### config.mk
export PLATFORM = sky130hd
export DESIGN_NAME = lpac_capture
export DESIGN_NICKNAME = d
export VERILOG_FILES = /design/src/verilog/lpac_pkg.sv /design/src/verilog/lpac_axil_slave.sv /design/src/verilog/lpac_capture.sv
export SDC_FILE = /design/constraint.sdc
export NUM_CORES = 1
export LEC_CHECK = 0
export BUFFER_PORTS_ARGS = -buffer_cell sky130_fd_sc_hd__clkbuf_2
export CAP_MARGIN = 20
export CORE_UTILIZATION = 30
export DETAILED_ROUTE_END_ITERATION = 6
export PLACE_DENSITY = 0.49
export SETUP_SLACK_MARGIN = 0.2
export SLEW_MARGIN = 10
export SYNTH_ARGS = -nofsm -noshare
export SYNTH_HDL_FRONTEND = slang
export SYNTH_SLANG_ARGS = --single-unit
### constraint.sdc
create_clock -name aclk -period 2.1 [get_ports aclk]
set_input_delay 0 -clock aclk [delete_from_list [all_inputs] [get_ports aclk]]
set_output_delay 0 -clock aclk [all_outputs]
set_load 0.03 [all_outputs]
### src/verilog/lpac_pkg.sv
package lpac_pkg;

  // Register bus geometry
  localparam int LPAC_ADDR_W = 8;
  localparam int LPAC_DATA_W = 32;
  localparam int LPAC_WORD_W = 16;

  // Printed index of the partner ability word; byte address is four times it
  localparam logic [LPAC_ADDR_W-1:0] LPAC_IDX_ABILITY = 8'h05;
  localparam logic [LPAC_ADDR_W-1:0] LPAC_ADDR_ABILITY = 8'h14;
  // Control and status registers added for this block
  localparam logic [LPAC_ADDR_W-1:0] LPAC_ADDR_CTRL = 8'h40;
  localparam logic [LPAC_ADDR_W-1:0] LPAC_ADDR_STAT = 8'h44;

  // Field positions of the ability word
  localparam int LPAC_BIT_MORE_PAGES = 15;
  localparam int LPAC_BIT_RECEIPT_CONFIRM = 14;
  localparam int LPAC_BIT_REMOTE_FAULT = 13;
  localparam int LPAC_BIT_MESSAGE_PAGE = 13;
  localparam int LPAC_BIT_RESERVED = 12;
  localparam int LPAC_BIT_ASYM_FLOW = 11;
  localparam int LPAC_BIT_SYM_PAUSE = 10;
  localparam int LPAC_BIT_FOUR_PAIR = 9;
  localparam int LPAC_BIT_FAST_FD = 8;
  localparam int LPAC_BIT_FAST_HD = 7;
  localparam int LPAC_BIT_TEN_FD = 6;
  localparam int LPAC_BIT_TEN_HD = 5;
  localparam int LPAC_SEL_MSB = 4;

  // Control and status bit positions
  localparam int LPAC_CTRL_NP_EN = 0;
  localparam int LPAC_STAT_VIEW_NEXT = 0;
  localparam int LPAC_STAT_NEXT_SEEN = 1;
  localparam int LPAC_STAT_DONE_SEEN = 2;

  // Reset values
  localparam logic [LPAC_WORD_W-1:0] LPAC_WORD_RST = 16'h0000;
  localparam logic LPAC_NP_EN_RST = 1'b1;

  // Bus responses
  localparam logic [1:0] LPAC_RESP_OKAY = 2'h0;
  localparam logic [1:0] LPAC_RESP_DECERR = 2'h3;

  // Negotiation phase that selects the view
  typedef enum logic [1:0] {
    LPAC_PH_BASE = 2'b01,
    LPAC_PH_NEXT = 2'b10
  } lpac_phase_e;

endpackage : lpac_pkg

### src/verilog/lpac_axil_slave.sv
`timescale 1ns/1ps
module lpac_axil_slave
  import lpac_pkg::*;
(
  // Clock and reset
  input wire logic aclk,
  input wire logic aresetn,
  // Write address and data
  input wire logic s_axi_awvalid,
  output logic s_axi_awready,
  input wire logic [LPAC_ADDR_W-1:0] s_axi_awaddr,
  input wire logic s_axi_wvalid,
  output logic s_axi_wready,
  input wire logic [LPAC_DATA_W-1:0] s_axi_wdata,
  input wire logic [3:0] s_axi_wstrb,
  // Write response
  output logic s_axi_bvalid,
  input wire logic s_axi_bready,
  output logic [1:0] s_axi_bresp,
  // Read address and data
  input wire logic s_axi_arvalid,
  output logic s_axi_arready,
  input wire logic [LPAC_ADDR_W-1:0] s_axi_araddr,
  output logic s_axi_rvalid,
  input wire logic s_axi_rready,
  output logic [LPAC_DATA_W-1:0] s_axi_rdata,
  output logic [1:0] s_axi_rresp,
  // Register file side
  output logic wr_en,
  output logic [LPAC_ADDR_W-1:0] wr_addr,
  output logic [LPAC_DATA_W-1:0] wr_data,
  output logic [3:0] wr_strb,
  input wire logic wr_err,
  output logic [LPAC_ADDR_W-1:0] rd_addr,
  input wire logic [LPAC_DATA_W-1:0] rd_data,
  input wire logic rd_err
);

  typedef struct packed {
    logic aw_held;
    logic w_held;
    logic [LPAC_ADDR_W-1:0] awaddr;
    logic [LPAC_DATA_W-1:0] wdata;
    logic [3:0] wstrb;
    logic bvalid;
    logic [1:0] bresp;
    logic rvalid;
    logic [LPAC_DATA_W-1:0] rdata;
    logic [1:0] rresp;
  } lpac_slv_s;

  lpac_slv_s st_r;
  lpac_slv_s st_nxt;

  // Handshakes and register strobes
  assign s_axi_awready = !st_r.aw_held && !st_r.bvalid;
  assign s_axi_wready = !st_r.w_held && !st_r.bvalid;
  assign s_axi_arready = !st_r.rvalid;
  assign wr_en = st_r.aw_held && st_r.w_held && !st_r.bvalid;
  assign wr_addr = st_r.awaddr;
  assign wr_data = st_r.wdata;
  assign wr_strb = st_r.wstrb;
  assign rd_addr = s_axi_araddr;
  assign s_axi_bvalid = st_r.bvalid;
  assign s_axi_bresp = st_r.bresp;
  assign s_axi_rvalid = st_r.rvalid;
  assign s_axi_rdata = st_r.rdata;
  assign s_axi_rresp = st_r.rresp;

  // Next state of both channels
  always_comb begin
    st_nxt = st_r;
    if (s_axi_awvalid && s_axi_awready) begin
      st_nxt.aw_held = 1'b1;
      st_nxt.awaddr = s_axi_awaddr;
    end
    if (s_axi_wvalid && s_axi_wready) begin
      st_nxt.w_held = 1'b1;
      st_nxt.wdata = s_axi_wdata;
      st_nxt.wstrb = s_axi_wstrb;
    end
    if (wr_en) begin
      st_nxt.aw_held = 1'b0;
      st_nxt.w_held = 1'b0;
      st_nxt.bvalid = 1'b1;
      st_nxt.bresp = wr_err ? LPAC_RESP_DECERR : LPAC_RESP_OKAY;
    end else if (st_r.bvalid && s_axi_bready) begin
      st_nxt.bvalid = 1'b0;
    end
    if (s_axi_arvalid && s_axi_arready) begin
      st_nxt.rvalid = 1'b1;
      st_nxt.rdata = rd_data;
      st_nxt.rresp = rd_err ? LPAC_RESP_DECERR : LPAC_RESP_OKAY;
    end else if (st_r.rvalid && s_axi_rready) begin
      st_nxt.rvalid = 1'b0;
    end
  end

  // State register
  always_ff @(posedge aclk) begin
    if (!aresetn) begin
      st_r <= '0;
    end else begin
      st_r <= st_nxt;
    end
  end

endmodule : lpac_axil_slave

### src/verilog/lpac_capture.sv
// Contract
// RL1: Ability word received from partner reads at offset 0x05, read-only, 16 bits.
// RL2: With next pages enabled, next-page word replaces base view after negotiation completes.
// RL3: Bit 15 shows partner requests next page; resets to 0.
// RL4: Bit 14 is partner acknowledge, taken from incoming pulse bursts.
// RL5: Software should not write bit 14 in the next-page view.
// RL6: Base view bit 13 shows partner remote fault; resets to 0.
// RL7: Bit 12 reserved: reads 0, software writes 0. Forced low in base view only; next-page view passes it as received.
// RL8: Bit 11 shows partner asymmetric pause support.
// RL9: Bit 10 shows partner symmetric pause support.
// RL10: Bit 9 shows partner four-pair capability.
// RL11: Bit 8 shows partner fast full-duplex capability.
// RL12: Bit 7 shows partner fast half-duplex capability.
// RL13: Bit 6 shows partner ten megabit full-duplex capability.
// RL14: Bit 5 shows partner ten megabit capability; resets to 0.
// RL15: Bits 4:0 hold partner selector code as received; reset to zero.
// RL16: Next-page view shares offset 0x05; negotiation phase picks the view.
// RL17: Next-page view bit 13 marks message page versus unformatted page.
// RL18: Reads have no side effects; writes to the ability word are ignored.
`timescale 1ns/1ps
module lpac_capture
  import lpac_pkg::*;
(
  // Clock and reset
  input wire logic aclk,
  input wire logic aresetn,
  // Register bus write channels
  input wire logic s_axi_awvalid,
  output logic s_axi_awready,
  input wire logic [LPAC_ADDR_W-1:0] s_axi_awaddr,
  input wire logic s_axi_wvalid,
  output logic s_axi_wready,
  input wire logic [LPAC_DATA_W-1:0] s_axi_wdata,
  input wire logic [3:0] s_axi_wstrb,
  output logic s_axi_bvalid,
  input wire logic s_axi_bready,
  output logic [1:0] s_axi_bresp,
  // Register bus read channels
  input wire logic s_axi_arvalid,
  output logic s_axi_arready,
  input wire logic [LPAC_ADDR_W-1:0] s_axi_araddr,
  output logic s_axi_rvalid,
  input wire logic s_axi_rready,
  output logic [LPAC_DATA_W-1:0] s_axi_rdata,
  output logic [1:0] s_axi_rresp,
  // Negotiation engine side
  input wire logic lp_word_valid,
  input wire logic [LPAC_WORD_W-1:0] lp_word,
  input wire logic lp_word_is_next,
  input wire logic an_complete,
  input wire logic an_restart,
  // Visible state
  output logic [LPAC_WORD_W-1:0] partner_ability_word,
  output logic next_view_active
);

  typedef struct packed {
    logic [LPAC_WORD_W-1:0] base_r;
    logic [LPAC_WORD_W-1:0] next_r;
    logic [LPAC_WORD_W-1:0] view_r;
    logic next_seen;
    logic done_seen;
    logic np_en;
    lpac_phase_e phase;
  } lpac_cap_s;

  lpac_cap_s st_r;
  lpac_cap_s st_nxt;

  logic wr_en;
  logic [LPAC_ADDR_W-1:0] wr_addr;
  logic [LPAC_DATA_W-1:0] wr_data;
  logic [3:0] wr_strb;
  logic wr_err;
  logic [LPAC_ADDR_W-1:0] rd_addr;
  logic [LPAC_DATA_W-1:0] rd_data;
  logic rd_err;
  logic [LPAC_WORD_W-1:0] base_in;
  logic base_take;
  logic next_take;

  // Bus slave
  lpac_axil_slave i_lpac_axil_slave (
    .aclk(aclk),
    .aresetn(aresetn),
    .s_axi_awvalid(s_axi_awvalid),
    .s_axi_awready(s_axi_awready),
    .s_axi_awaddr(s_axi_awaddr),
    .s_axi_wvalid(s_axi_wvalid),
    .s_axi_wready(s_axi_wready),
    .s_axi_wdata(s_axi_wdata),
    .s_axi_wstrb(s_axi_wstrb),
    .s_axi_bvalid(s_axi_bvalid),
    .s_axi_bready(s_axi_bready),
    .s_axi_bresp(s_axi_bresp),
    .s_axi_arvalid(s_axi_arvalid),
    .s_axi_arready(s_axi_arready),
    .s_axi_araddr(s_axi_araddr),
    .s_axi_rvalid(s_axi_rvalid),
    .s_axi_rready(s_axi_rready),
    .s_axi_rdata(s_axi_rdata),
    .s_axi_rresp(s_axi_rresp),
    .wr_en(wr_en),
    .wr_addr(wr_addr),
    .wr_data(wr_data),
    .wr_strb(wr_strb),
    .wr_err(wr_err),
    .rd_addr(rd_addr),
    .rd_data(rd_data),
    .rd_err(rd_err)
  );

  // Incoming page qualified; restart blocks capture
  assign base_take = lp_word_valid && !lp_word_is_next && !an_restart;
  assign next_take = lp_word_valid && lp_word_is_next && !an_restart;

  // Base page as stored; reserved bit forced low
  always_comb begin
    base_in = lp_word; // RL3 RL4 RL6 RL8 RL9 RL10 RL11 RL12 RL13 RL14 RL15
    base_in[LPAC_BIT_RESERVED] = 1'b0; // RL7
  end

  // Address decode: ability word read-only, writes dropped
  always_comb begin
    rd_data = '0;
    rd_err = 1'b0;
    unique case (rd_addr)
      LPAC_ADDR_ABILITY: rd_data[LPAC_WORD_W-1:0] = st_r.view_r; // RL1 RL16
      LPAC_ADDR_CTRL: rd_data[LPAC_CTRL_NP_EN] = st_r.np_en;
      LPAC_ADDR_STAT: begin
        rd_data[LPAC_STAT_VIEW_NEXT] = (st_r.phase == LPAC_PH_NEXT);
        rd_data[LPAC_STAT_NEXT_SEEN] = st_r.next_seen;
        rd_data[LPAC_STAT_DONE_SEEN] = st_r.done_seen;
      end
      default: rd_err = 1'b1;
    endcase
  end

  // Ability and status addresses accept writes without effect
  always_comb begin
    unique case (wr_addr)
      LPAC_ADDR_ABILITY, LPAC_ADDR_CTRL, LPAC_ADDR_STAT: wr_err = 1'b0; // RL18
      default: wr_err = 1'b1;
    endcase
  end

  // Capture, view selection and control
  always_comb begin
    st_nxt = st_r;
    if (wr_en && wr_addr == LPAC_ADDR_CTRL && wr_strb[0]) begin
      st_nxt.np_en = wr_data[LPAC_CTRL_NP_EN];
    end
    if (an_restart) begin
      st_nxt.base_r = LPAC_WORD_RST;
      st_nxt.next_r = LPAC_WORD_RST;
      st_nxt.next_seen = 1'b0;
      st_nxt.done_seen = 1'b0;
      st_nxt.phase = LPAC_PH_BASE;
    end else begin
      if (base_take) begin
        st_nxt.base_r = base_in; // RL4
      end
      if (next_take) begin
        st_nxt.next_r = lp_word; // RL17
        st_nxt.next_seen = 1'b1;
      end
      if (an_complete) begin
        st_nxt.done_seen = 1'b1;
      end
      unique case (st_r.phase)
        LPAC_PH_BASE: begin
          if (an_complete && st_r.np_en && st_r.next_seen) begin
            st_nxt.phase = LPAC_PH_NEXT; // RL2
          end
        end
        LPAC_PH_NEXT: st_nxt.phase = LPAC_PH_NEXT;
        default: st_nxt.phase = LPAC_PH_BASE;
      endcase
    end
    st_nxt.view_r = (st_nxt.phase == LPAC_PH_NEXT) ? st_nxt.next_r : st_nxt.base_r; // RL16
  end

  // State register
  always_ff @(posedge aclk) begin
    if (!aresetn) begin
      st_r.base_r <= LPAC_WORD_RST;
      st_r.next_r <= LPAC_WORD_RST;
      st_r.view_r <= LPAC_WORD_RST;
      st_r.next_seen <= 1'b0;
      st_r.done_seen <= 1'b0;
      st_r.np_en <= LPAC_NP_EN_RST;
      st_r.phase <= LPAC_PH_BASE;
    end else begin
      st_r <= st_nxt;
    end
  end

  // Outputs from flops
  assign partner_ability_word = st_r.view_r;
  assign next_view_active = (st_r.phase == LPAC_PH_NEXT);
endmodule : lpac_capture

==> results.yml <==
cells_and_area:
  final_util: 0.385
  fin_nets: 568
  antenna_cells: 0
  syn_to_final_growth_pct: 25.2
  final_common_cell: "clkbuf_2"
  drive_above_1_share: 0.295
  mostFrequentLayoutCells: "clkbuf_2, dfxtp_1, nand2_1"
pwr:
  total_power_w: 0.00371
  p_leak_nw: 1.94
  peakVddDrop_v: 0.000415
  p_per_area_nw_per_um2: 802
timing:
  tns_ns: 0
  slew_headroom: 0.463
  clock_skew_ns: 0.00712
  setup_viol: 0
  fmax_ghz: 0.549
  slew_viol_final: 0
  fin_crit_ns: 1.82
  hold_viol: 0
  fin_crit_sh: 0.867
  worst_slew_pin_slew_ns: 0.805
  rsz0062_at_grt: "false"
synthesis:
  synth_seq_cells: 85
  synth.largest_area_cell: "dfxtp_1"
  syn_area_per_cell_um2: 9.11
  synth_seq_area_share: 0.460
  synth_edf_count: 0
  synth_top_area_share: 0.460
  ys_warn_count: 0
  syn_inst: 406
  synth_cell_type_count: 41
  synth_flop_cell: "dfxtp_1"
  synth_area_um2: 3700
  synth_area_leaders: "dfxtp_1, buf_4, nand2_1"
  async_reset_ff_frac: 0
floorplan:
  fp.dieW_um: 113
  rows: 40
  die_area_um2: 12800
  die_h_um: 113
  core_area_um2: 12000
  start_util: 0.308
  ios: 137
outcome:
  violations: "design-rule violations"
  outcome: "complete, but fails checks"
drt:
  wirelength_um: 8560
  drc: 1
  wire_per_inst_um: 13.4
  dr.pass1.iters: 6
  drt.antenna.violating_nets: 0
  avgViaCountPerCell: 4.47
  drt_iter0_drc: 166
  route.vias.total: 2857
clocking:
  clkTransAtPathRegs_ns: 0.07
  cts.sinks: 85
  insertion_delay_ns: 0.33
  cts_tree: "yes"
  cts_root_buf: "clkbuf_16"
  clockBufferDepth: 2
  cts.htree.levels: 3
  cts_buffers: 9
setup_path:
  cp_data_arrival_time_ns: 2.04
  start_kind: "register"
  worstPathRequired_ns: 2.32
  crit_fanout: 12
  critPathCaptureType: "register"
  worstSetupPathType: "register to register"
  r2r_setup_slack_ns: 0.28
grt:
  grt_max_degree: 55
  grtUsageTotal: 0.141
  grt_pass1_vias: 2787
  grt_overflow: 0
  grt_pass1_wl_um: 14100
  antenna_found_initial: 0
place:
  dpl.hpwl_um: 5940
  finalWeightedCongestion: 0.716
  port_buffers: 86
flow_run:
  max-cap-violations: 0
min_path:
  min_path_type: "input pin to register"
==> layer usage <==
metal	wire, µm	part of all wire	global-route usage	up-vias
met4	114	0.013	0.0500	0
li1	-	-	-	1466
met2	4170	0.49	0.243	60
met5	0	0	0	-
met1	3990	0.47	0.177	1323
met3	294	0.034	0.0273	8
==> worst max-delay path, cell delays in order (launching register included) <==
cell and delay (ns):
dfxtp_1 0.38, inv_1 0.06, ha_1 0.22, o2bb2ai_1 0.15, a211oi_2 0.35, buf_12 0.19, mux2_2 0.35
==> where the power goes <==
part           total, W  switching, W  internal (W)
sequential      0.00168     0.0000265       0.00166
clock           0.00164      0.000698      0.000937
combinational  0.000398      0.000238      0.000160
==> final timing paths <==
kind	startpoint	depth (start not counted)	to
max	st_r[1]	6	partner_ability_word[4]
min	s_axi_araddr[3]	4	i_lpac_axil_slave.s_axi_rdata[1]
max reg2reg	st_r[1]	6	partner_ability_word[4]
min reg2reg	st_r[27]	2	st_r[27]
==> cells by family after synthesis <==
| kind of cell | Yosys count | synth area share |
|---|---|---|
| AO/OA/AOI/OAI | 66 | 0.127 |
| other | 1 | 0.00101 |
| AND/OR/NAND/NOR | 147 | 0.192 |
| flip-flops | 85 | 0.460 |
| buffers and inverters | 79 | 0.137 |
| multiplexers | 26 | 0.0765 |
| adder cells (fa/ha/maj) | 2 | 0.00677 |
==> state kept, by name, indices dropped and copies added, names as in the netlist <==
signal                          flops
i_lpac_axil_slave.s_axi_rdata      16
i_lpac_axil_slave.s_axi_rresp       1
i_lpac_axil_slave.st_r              2
partner_ability_word               16
i_lpac_axil_slave.wr_data           1
i_lpac_axil_slave.s_axi_rvalid      1
i_lpac_axil_slave.wr_strb           1
i_lpac_axil_slave.s_axi_bvalid      1
i_lpac_axil_slave.wr_addr           8
st_r                               37
i_lpac_axil_slave.s_axi_bresp       1
==> layout make-up <==
class,count,area [µm²]
Timing Repair Buffer,129,871
Clock buffer,9,225
Multi-Input combinational cell,257,1550
Inverter,5,18.8
Tap cell,147,184
Clock inverter,7,80.1
Sequential cell,85,1700
Fill cell,1257,7380
==> stage by stage <==
stage,hold WS (ns),area [µm²],worst slack (ns),std cells
after floorplan,0.116,3760,0.246,421
after global placement,0.235,3930,0.304,585
after detailed placement,0.243,3930,0.250,585
after CTS,0.0250,4590,0.223,636
after global routing,0.0654,4630,0.172,639
final,0.0329,4630,0.279,639
==> cell usage after synthesis (all sizes together), types with 2 or more instances <==
cell	instances
nor3b	2
a22o	2
mux2i	8
a21boi	15
buf	63
nand3b	2
o21ai	16
o211a	2
mux2	18
nand3	39
nor2	16
nor2b	10
nand2b	5
ha	2
clkbuf	11
dfxtp	85
a21oi	17
and2	2
or4	3
a211oi	3
nand2	63
o31ai	7
inv	5
==> what timing repair did <==
item                                   in CTS  in global routing
buffers inserted                            0                  2
endpoints found under the hold margin      39                  0
hold buffers                               35                  0
resized for setup                           0                  1
setup endpoints to repair                   0                  9
Note: power is estimated with default switching activity, not from simulation.
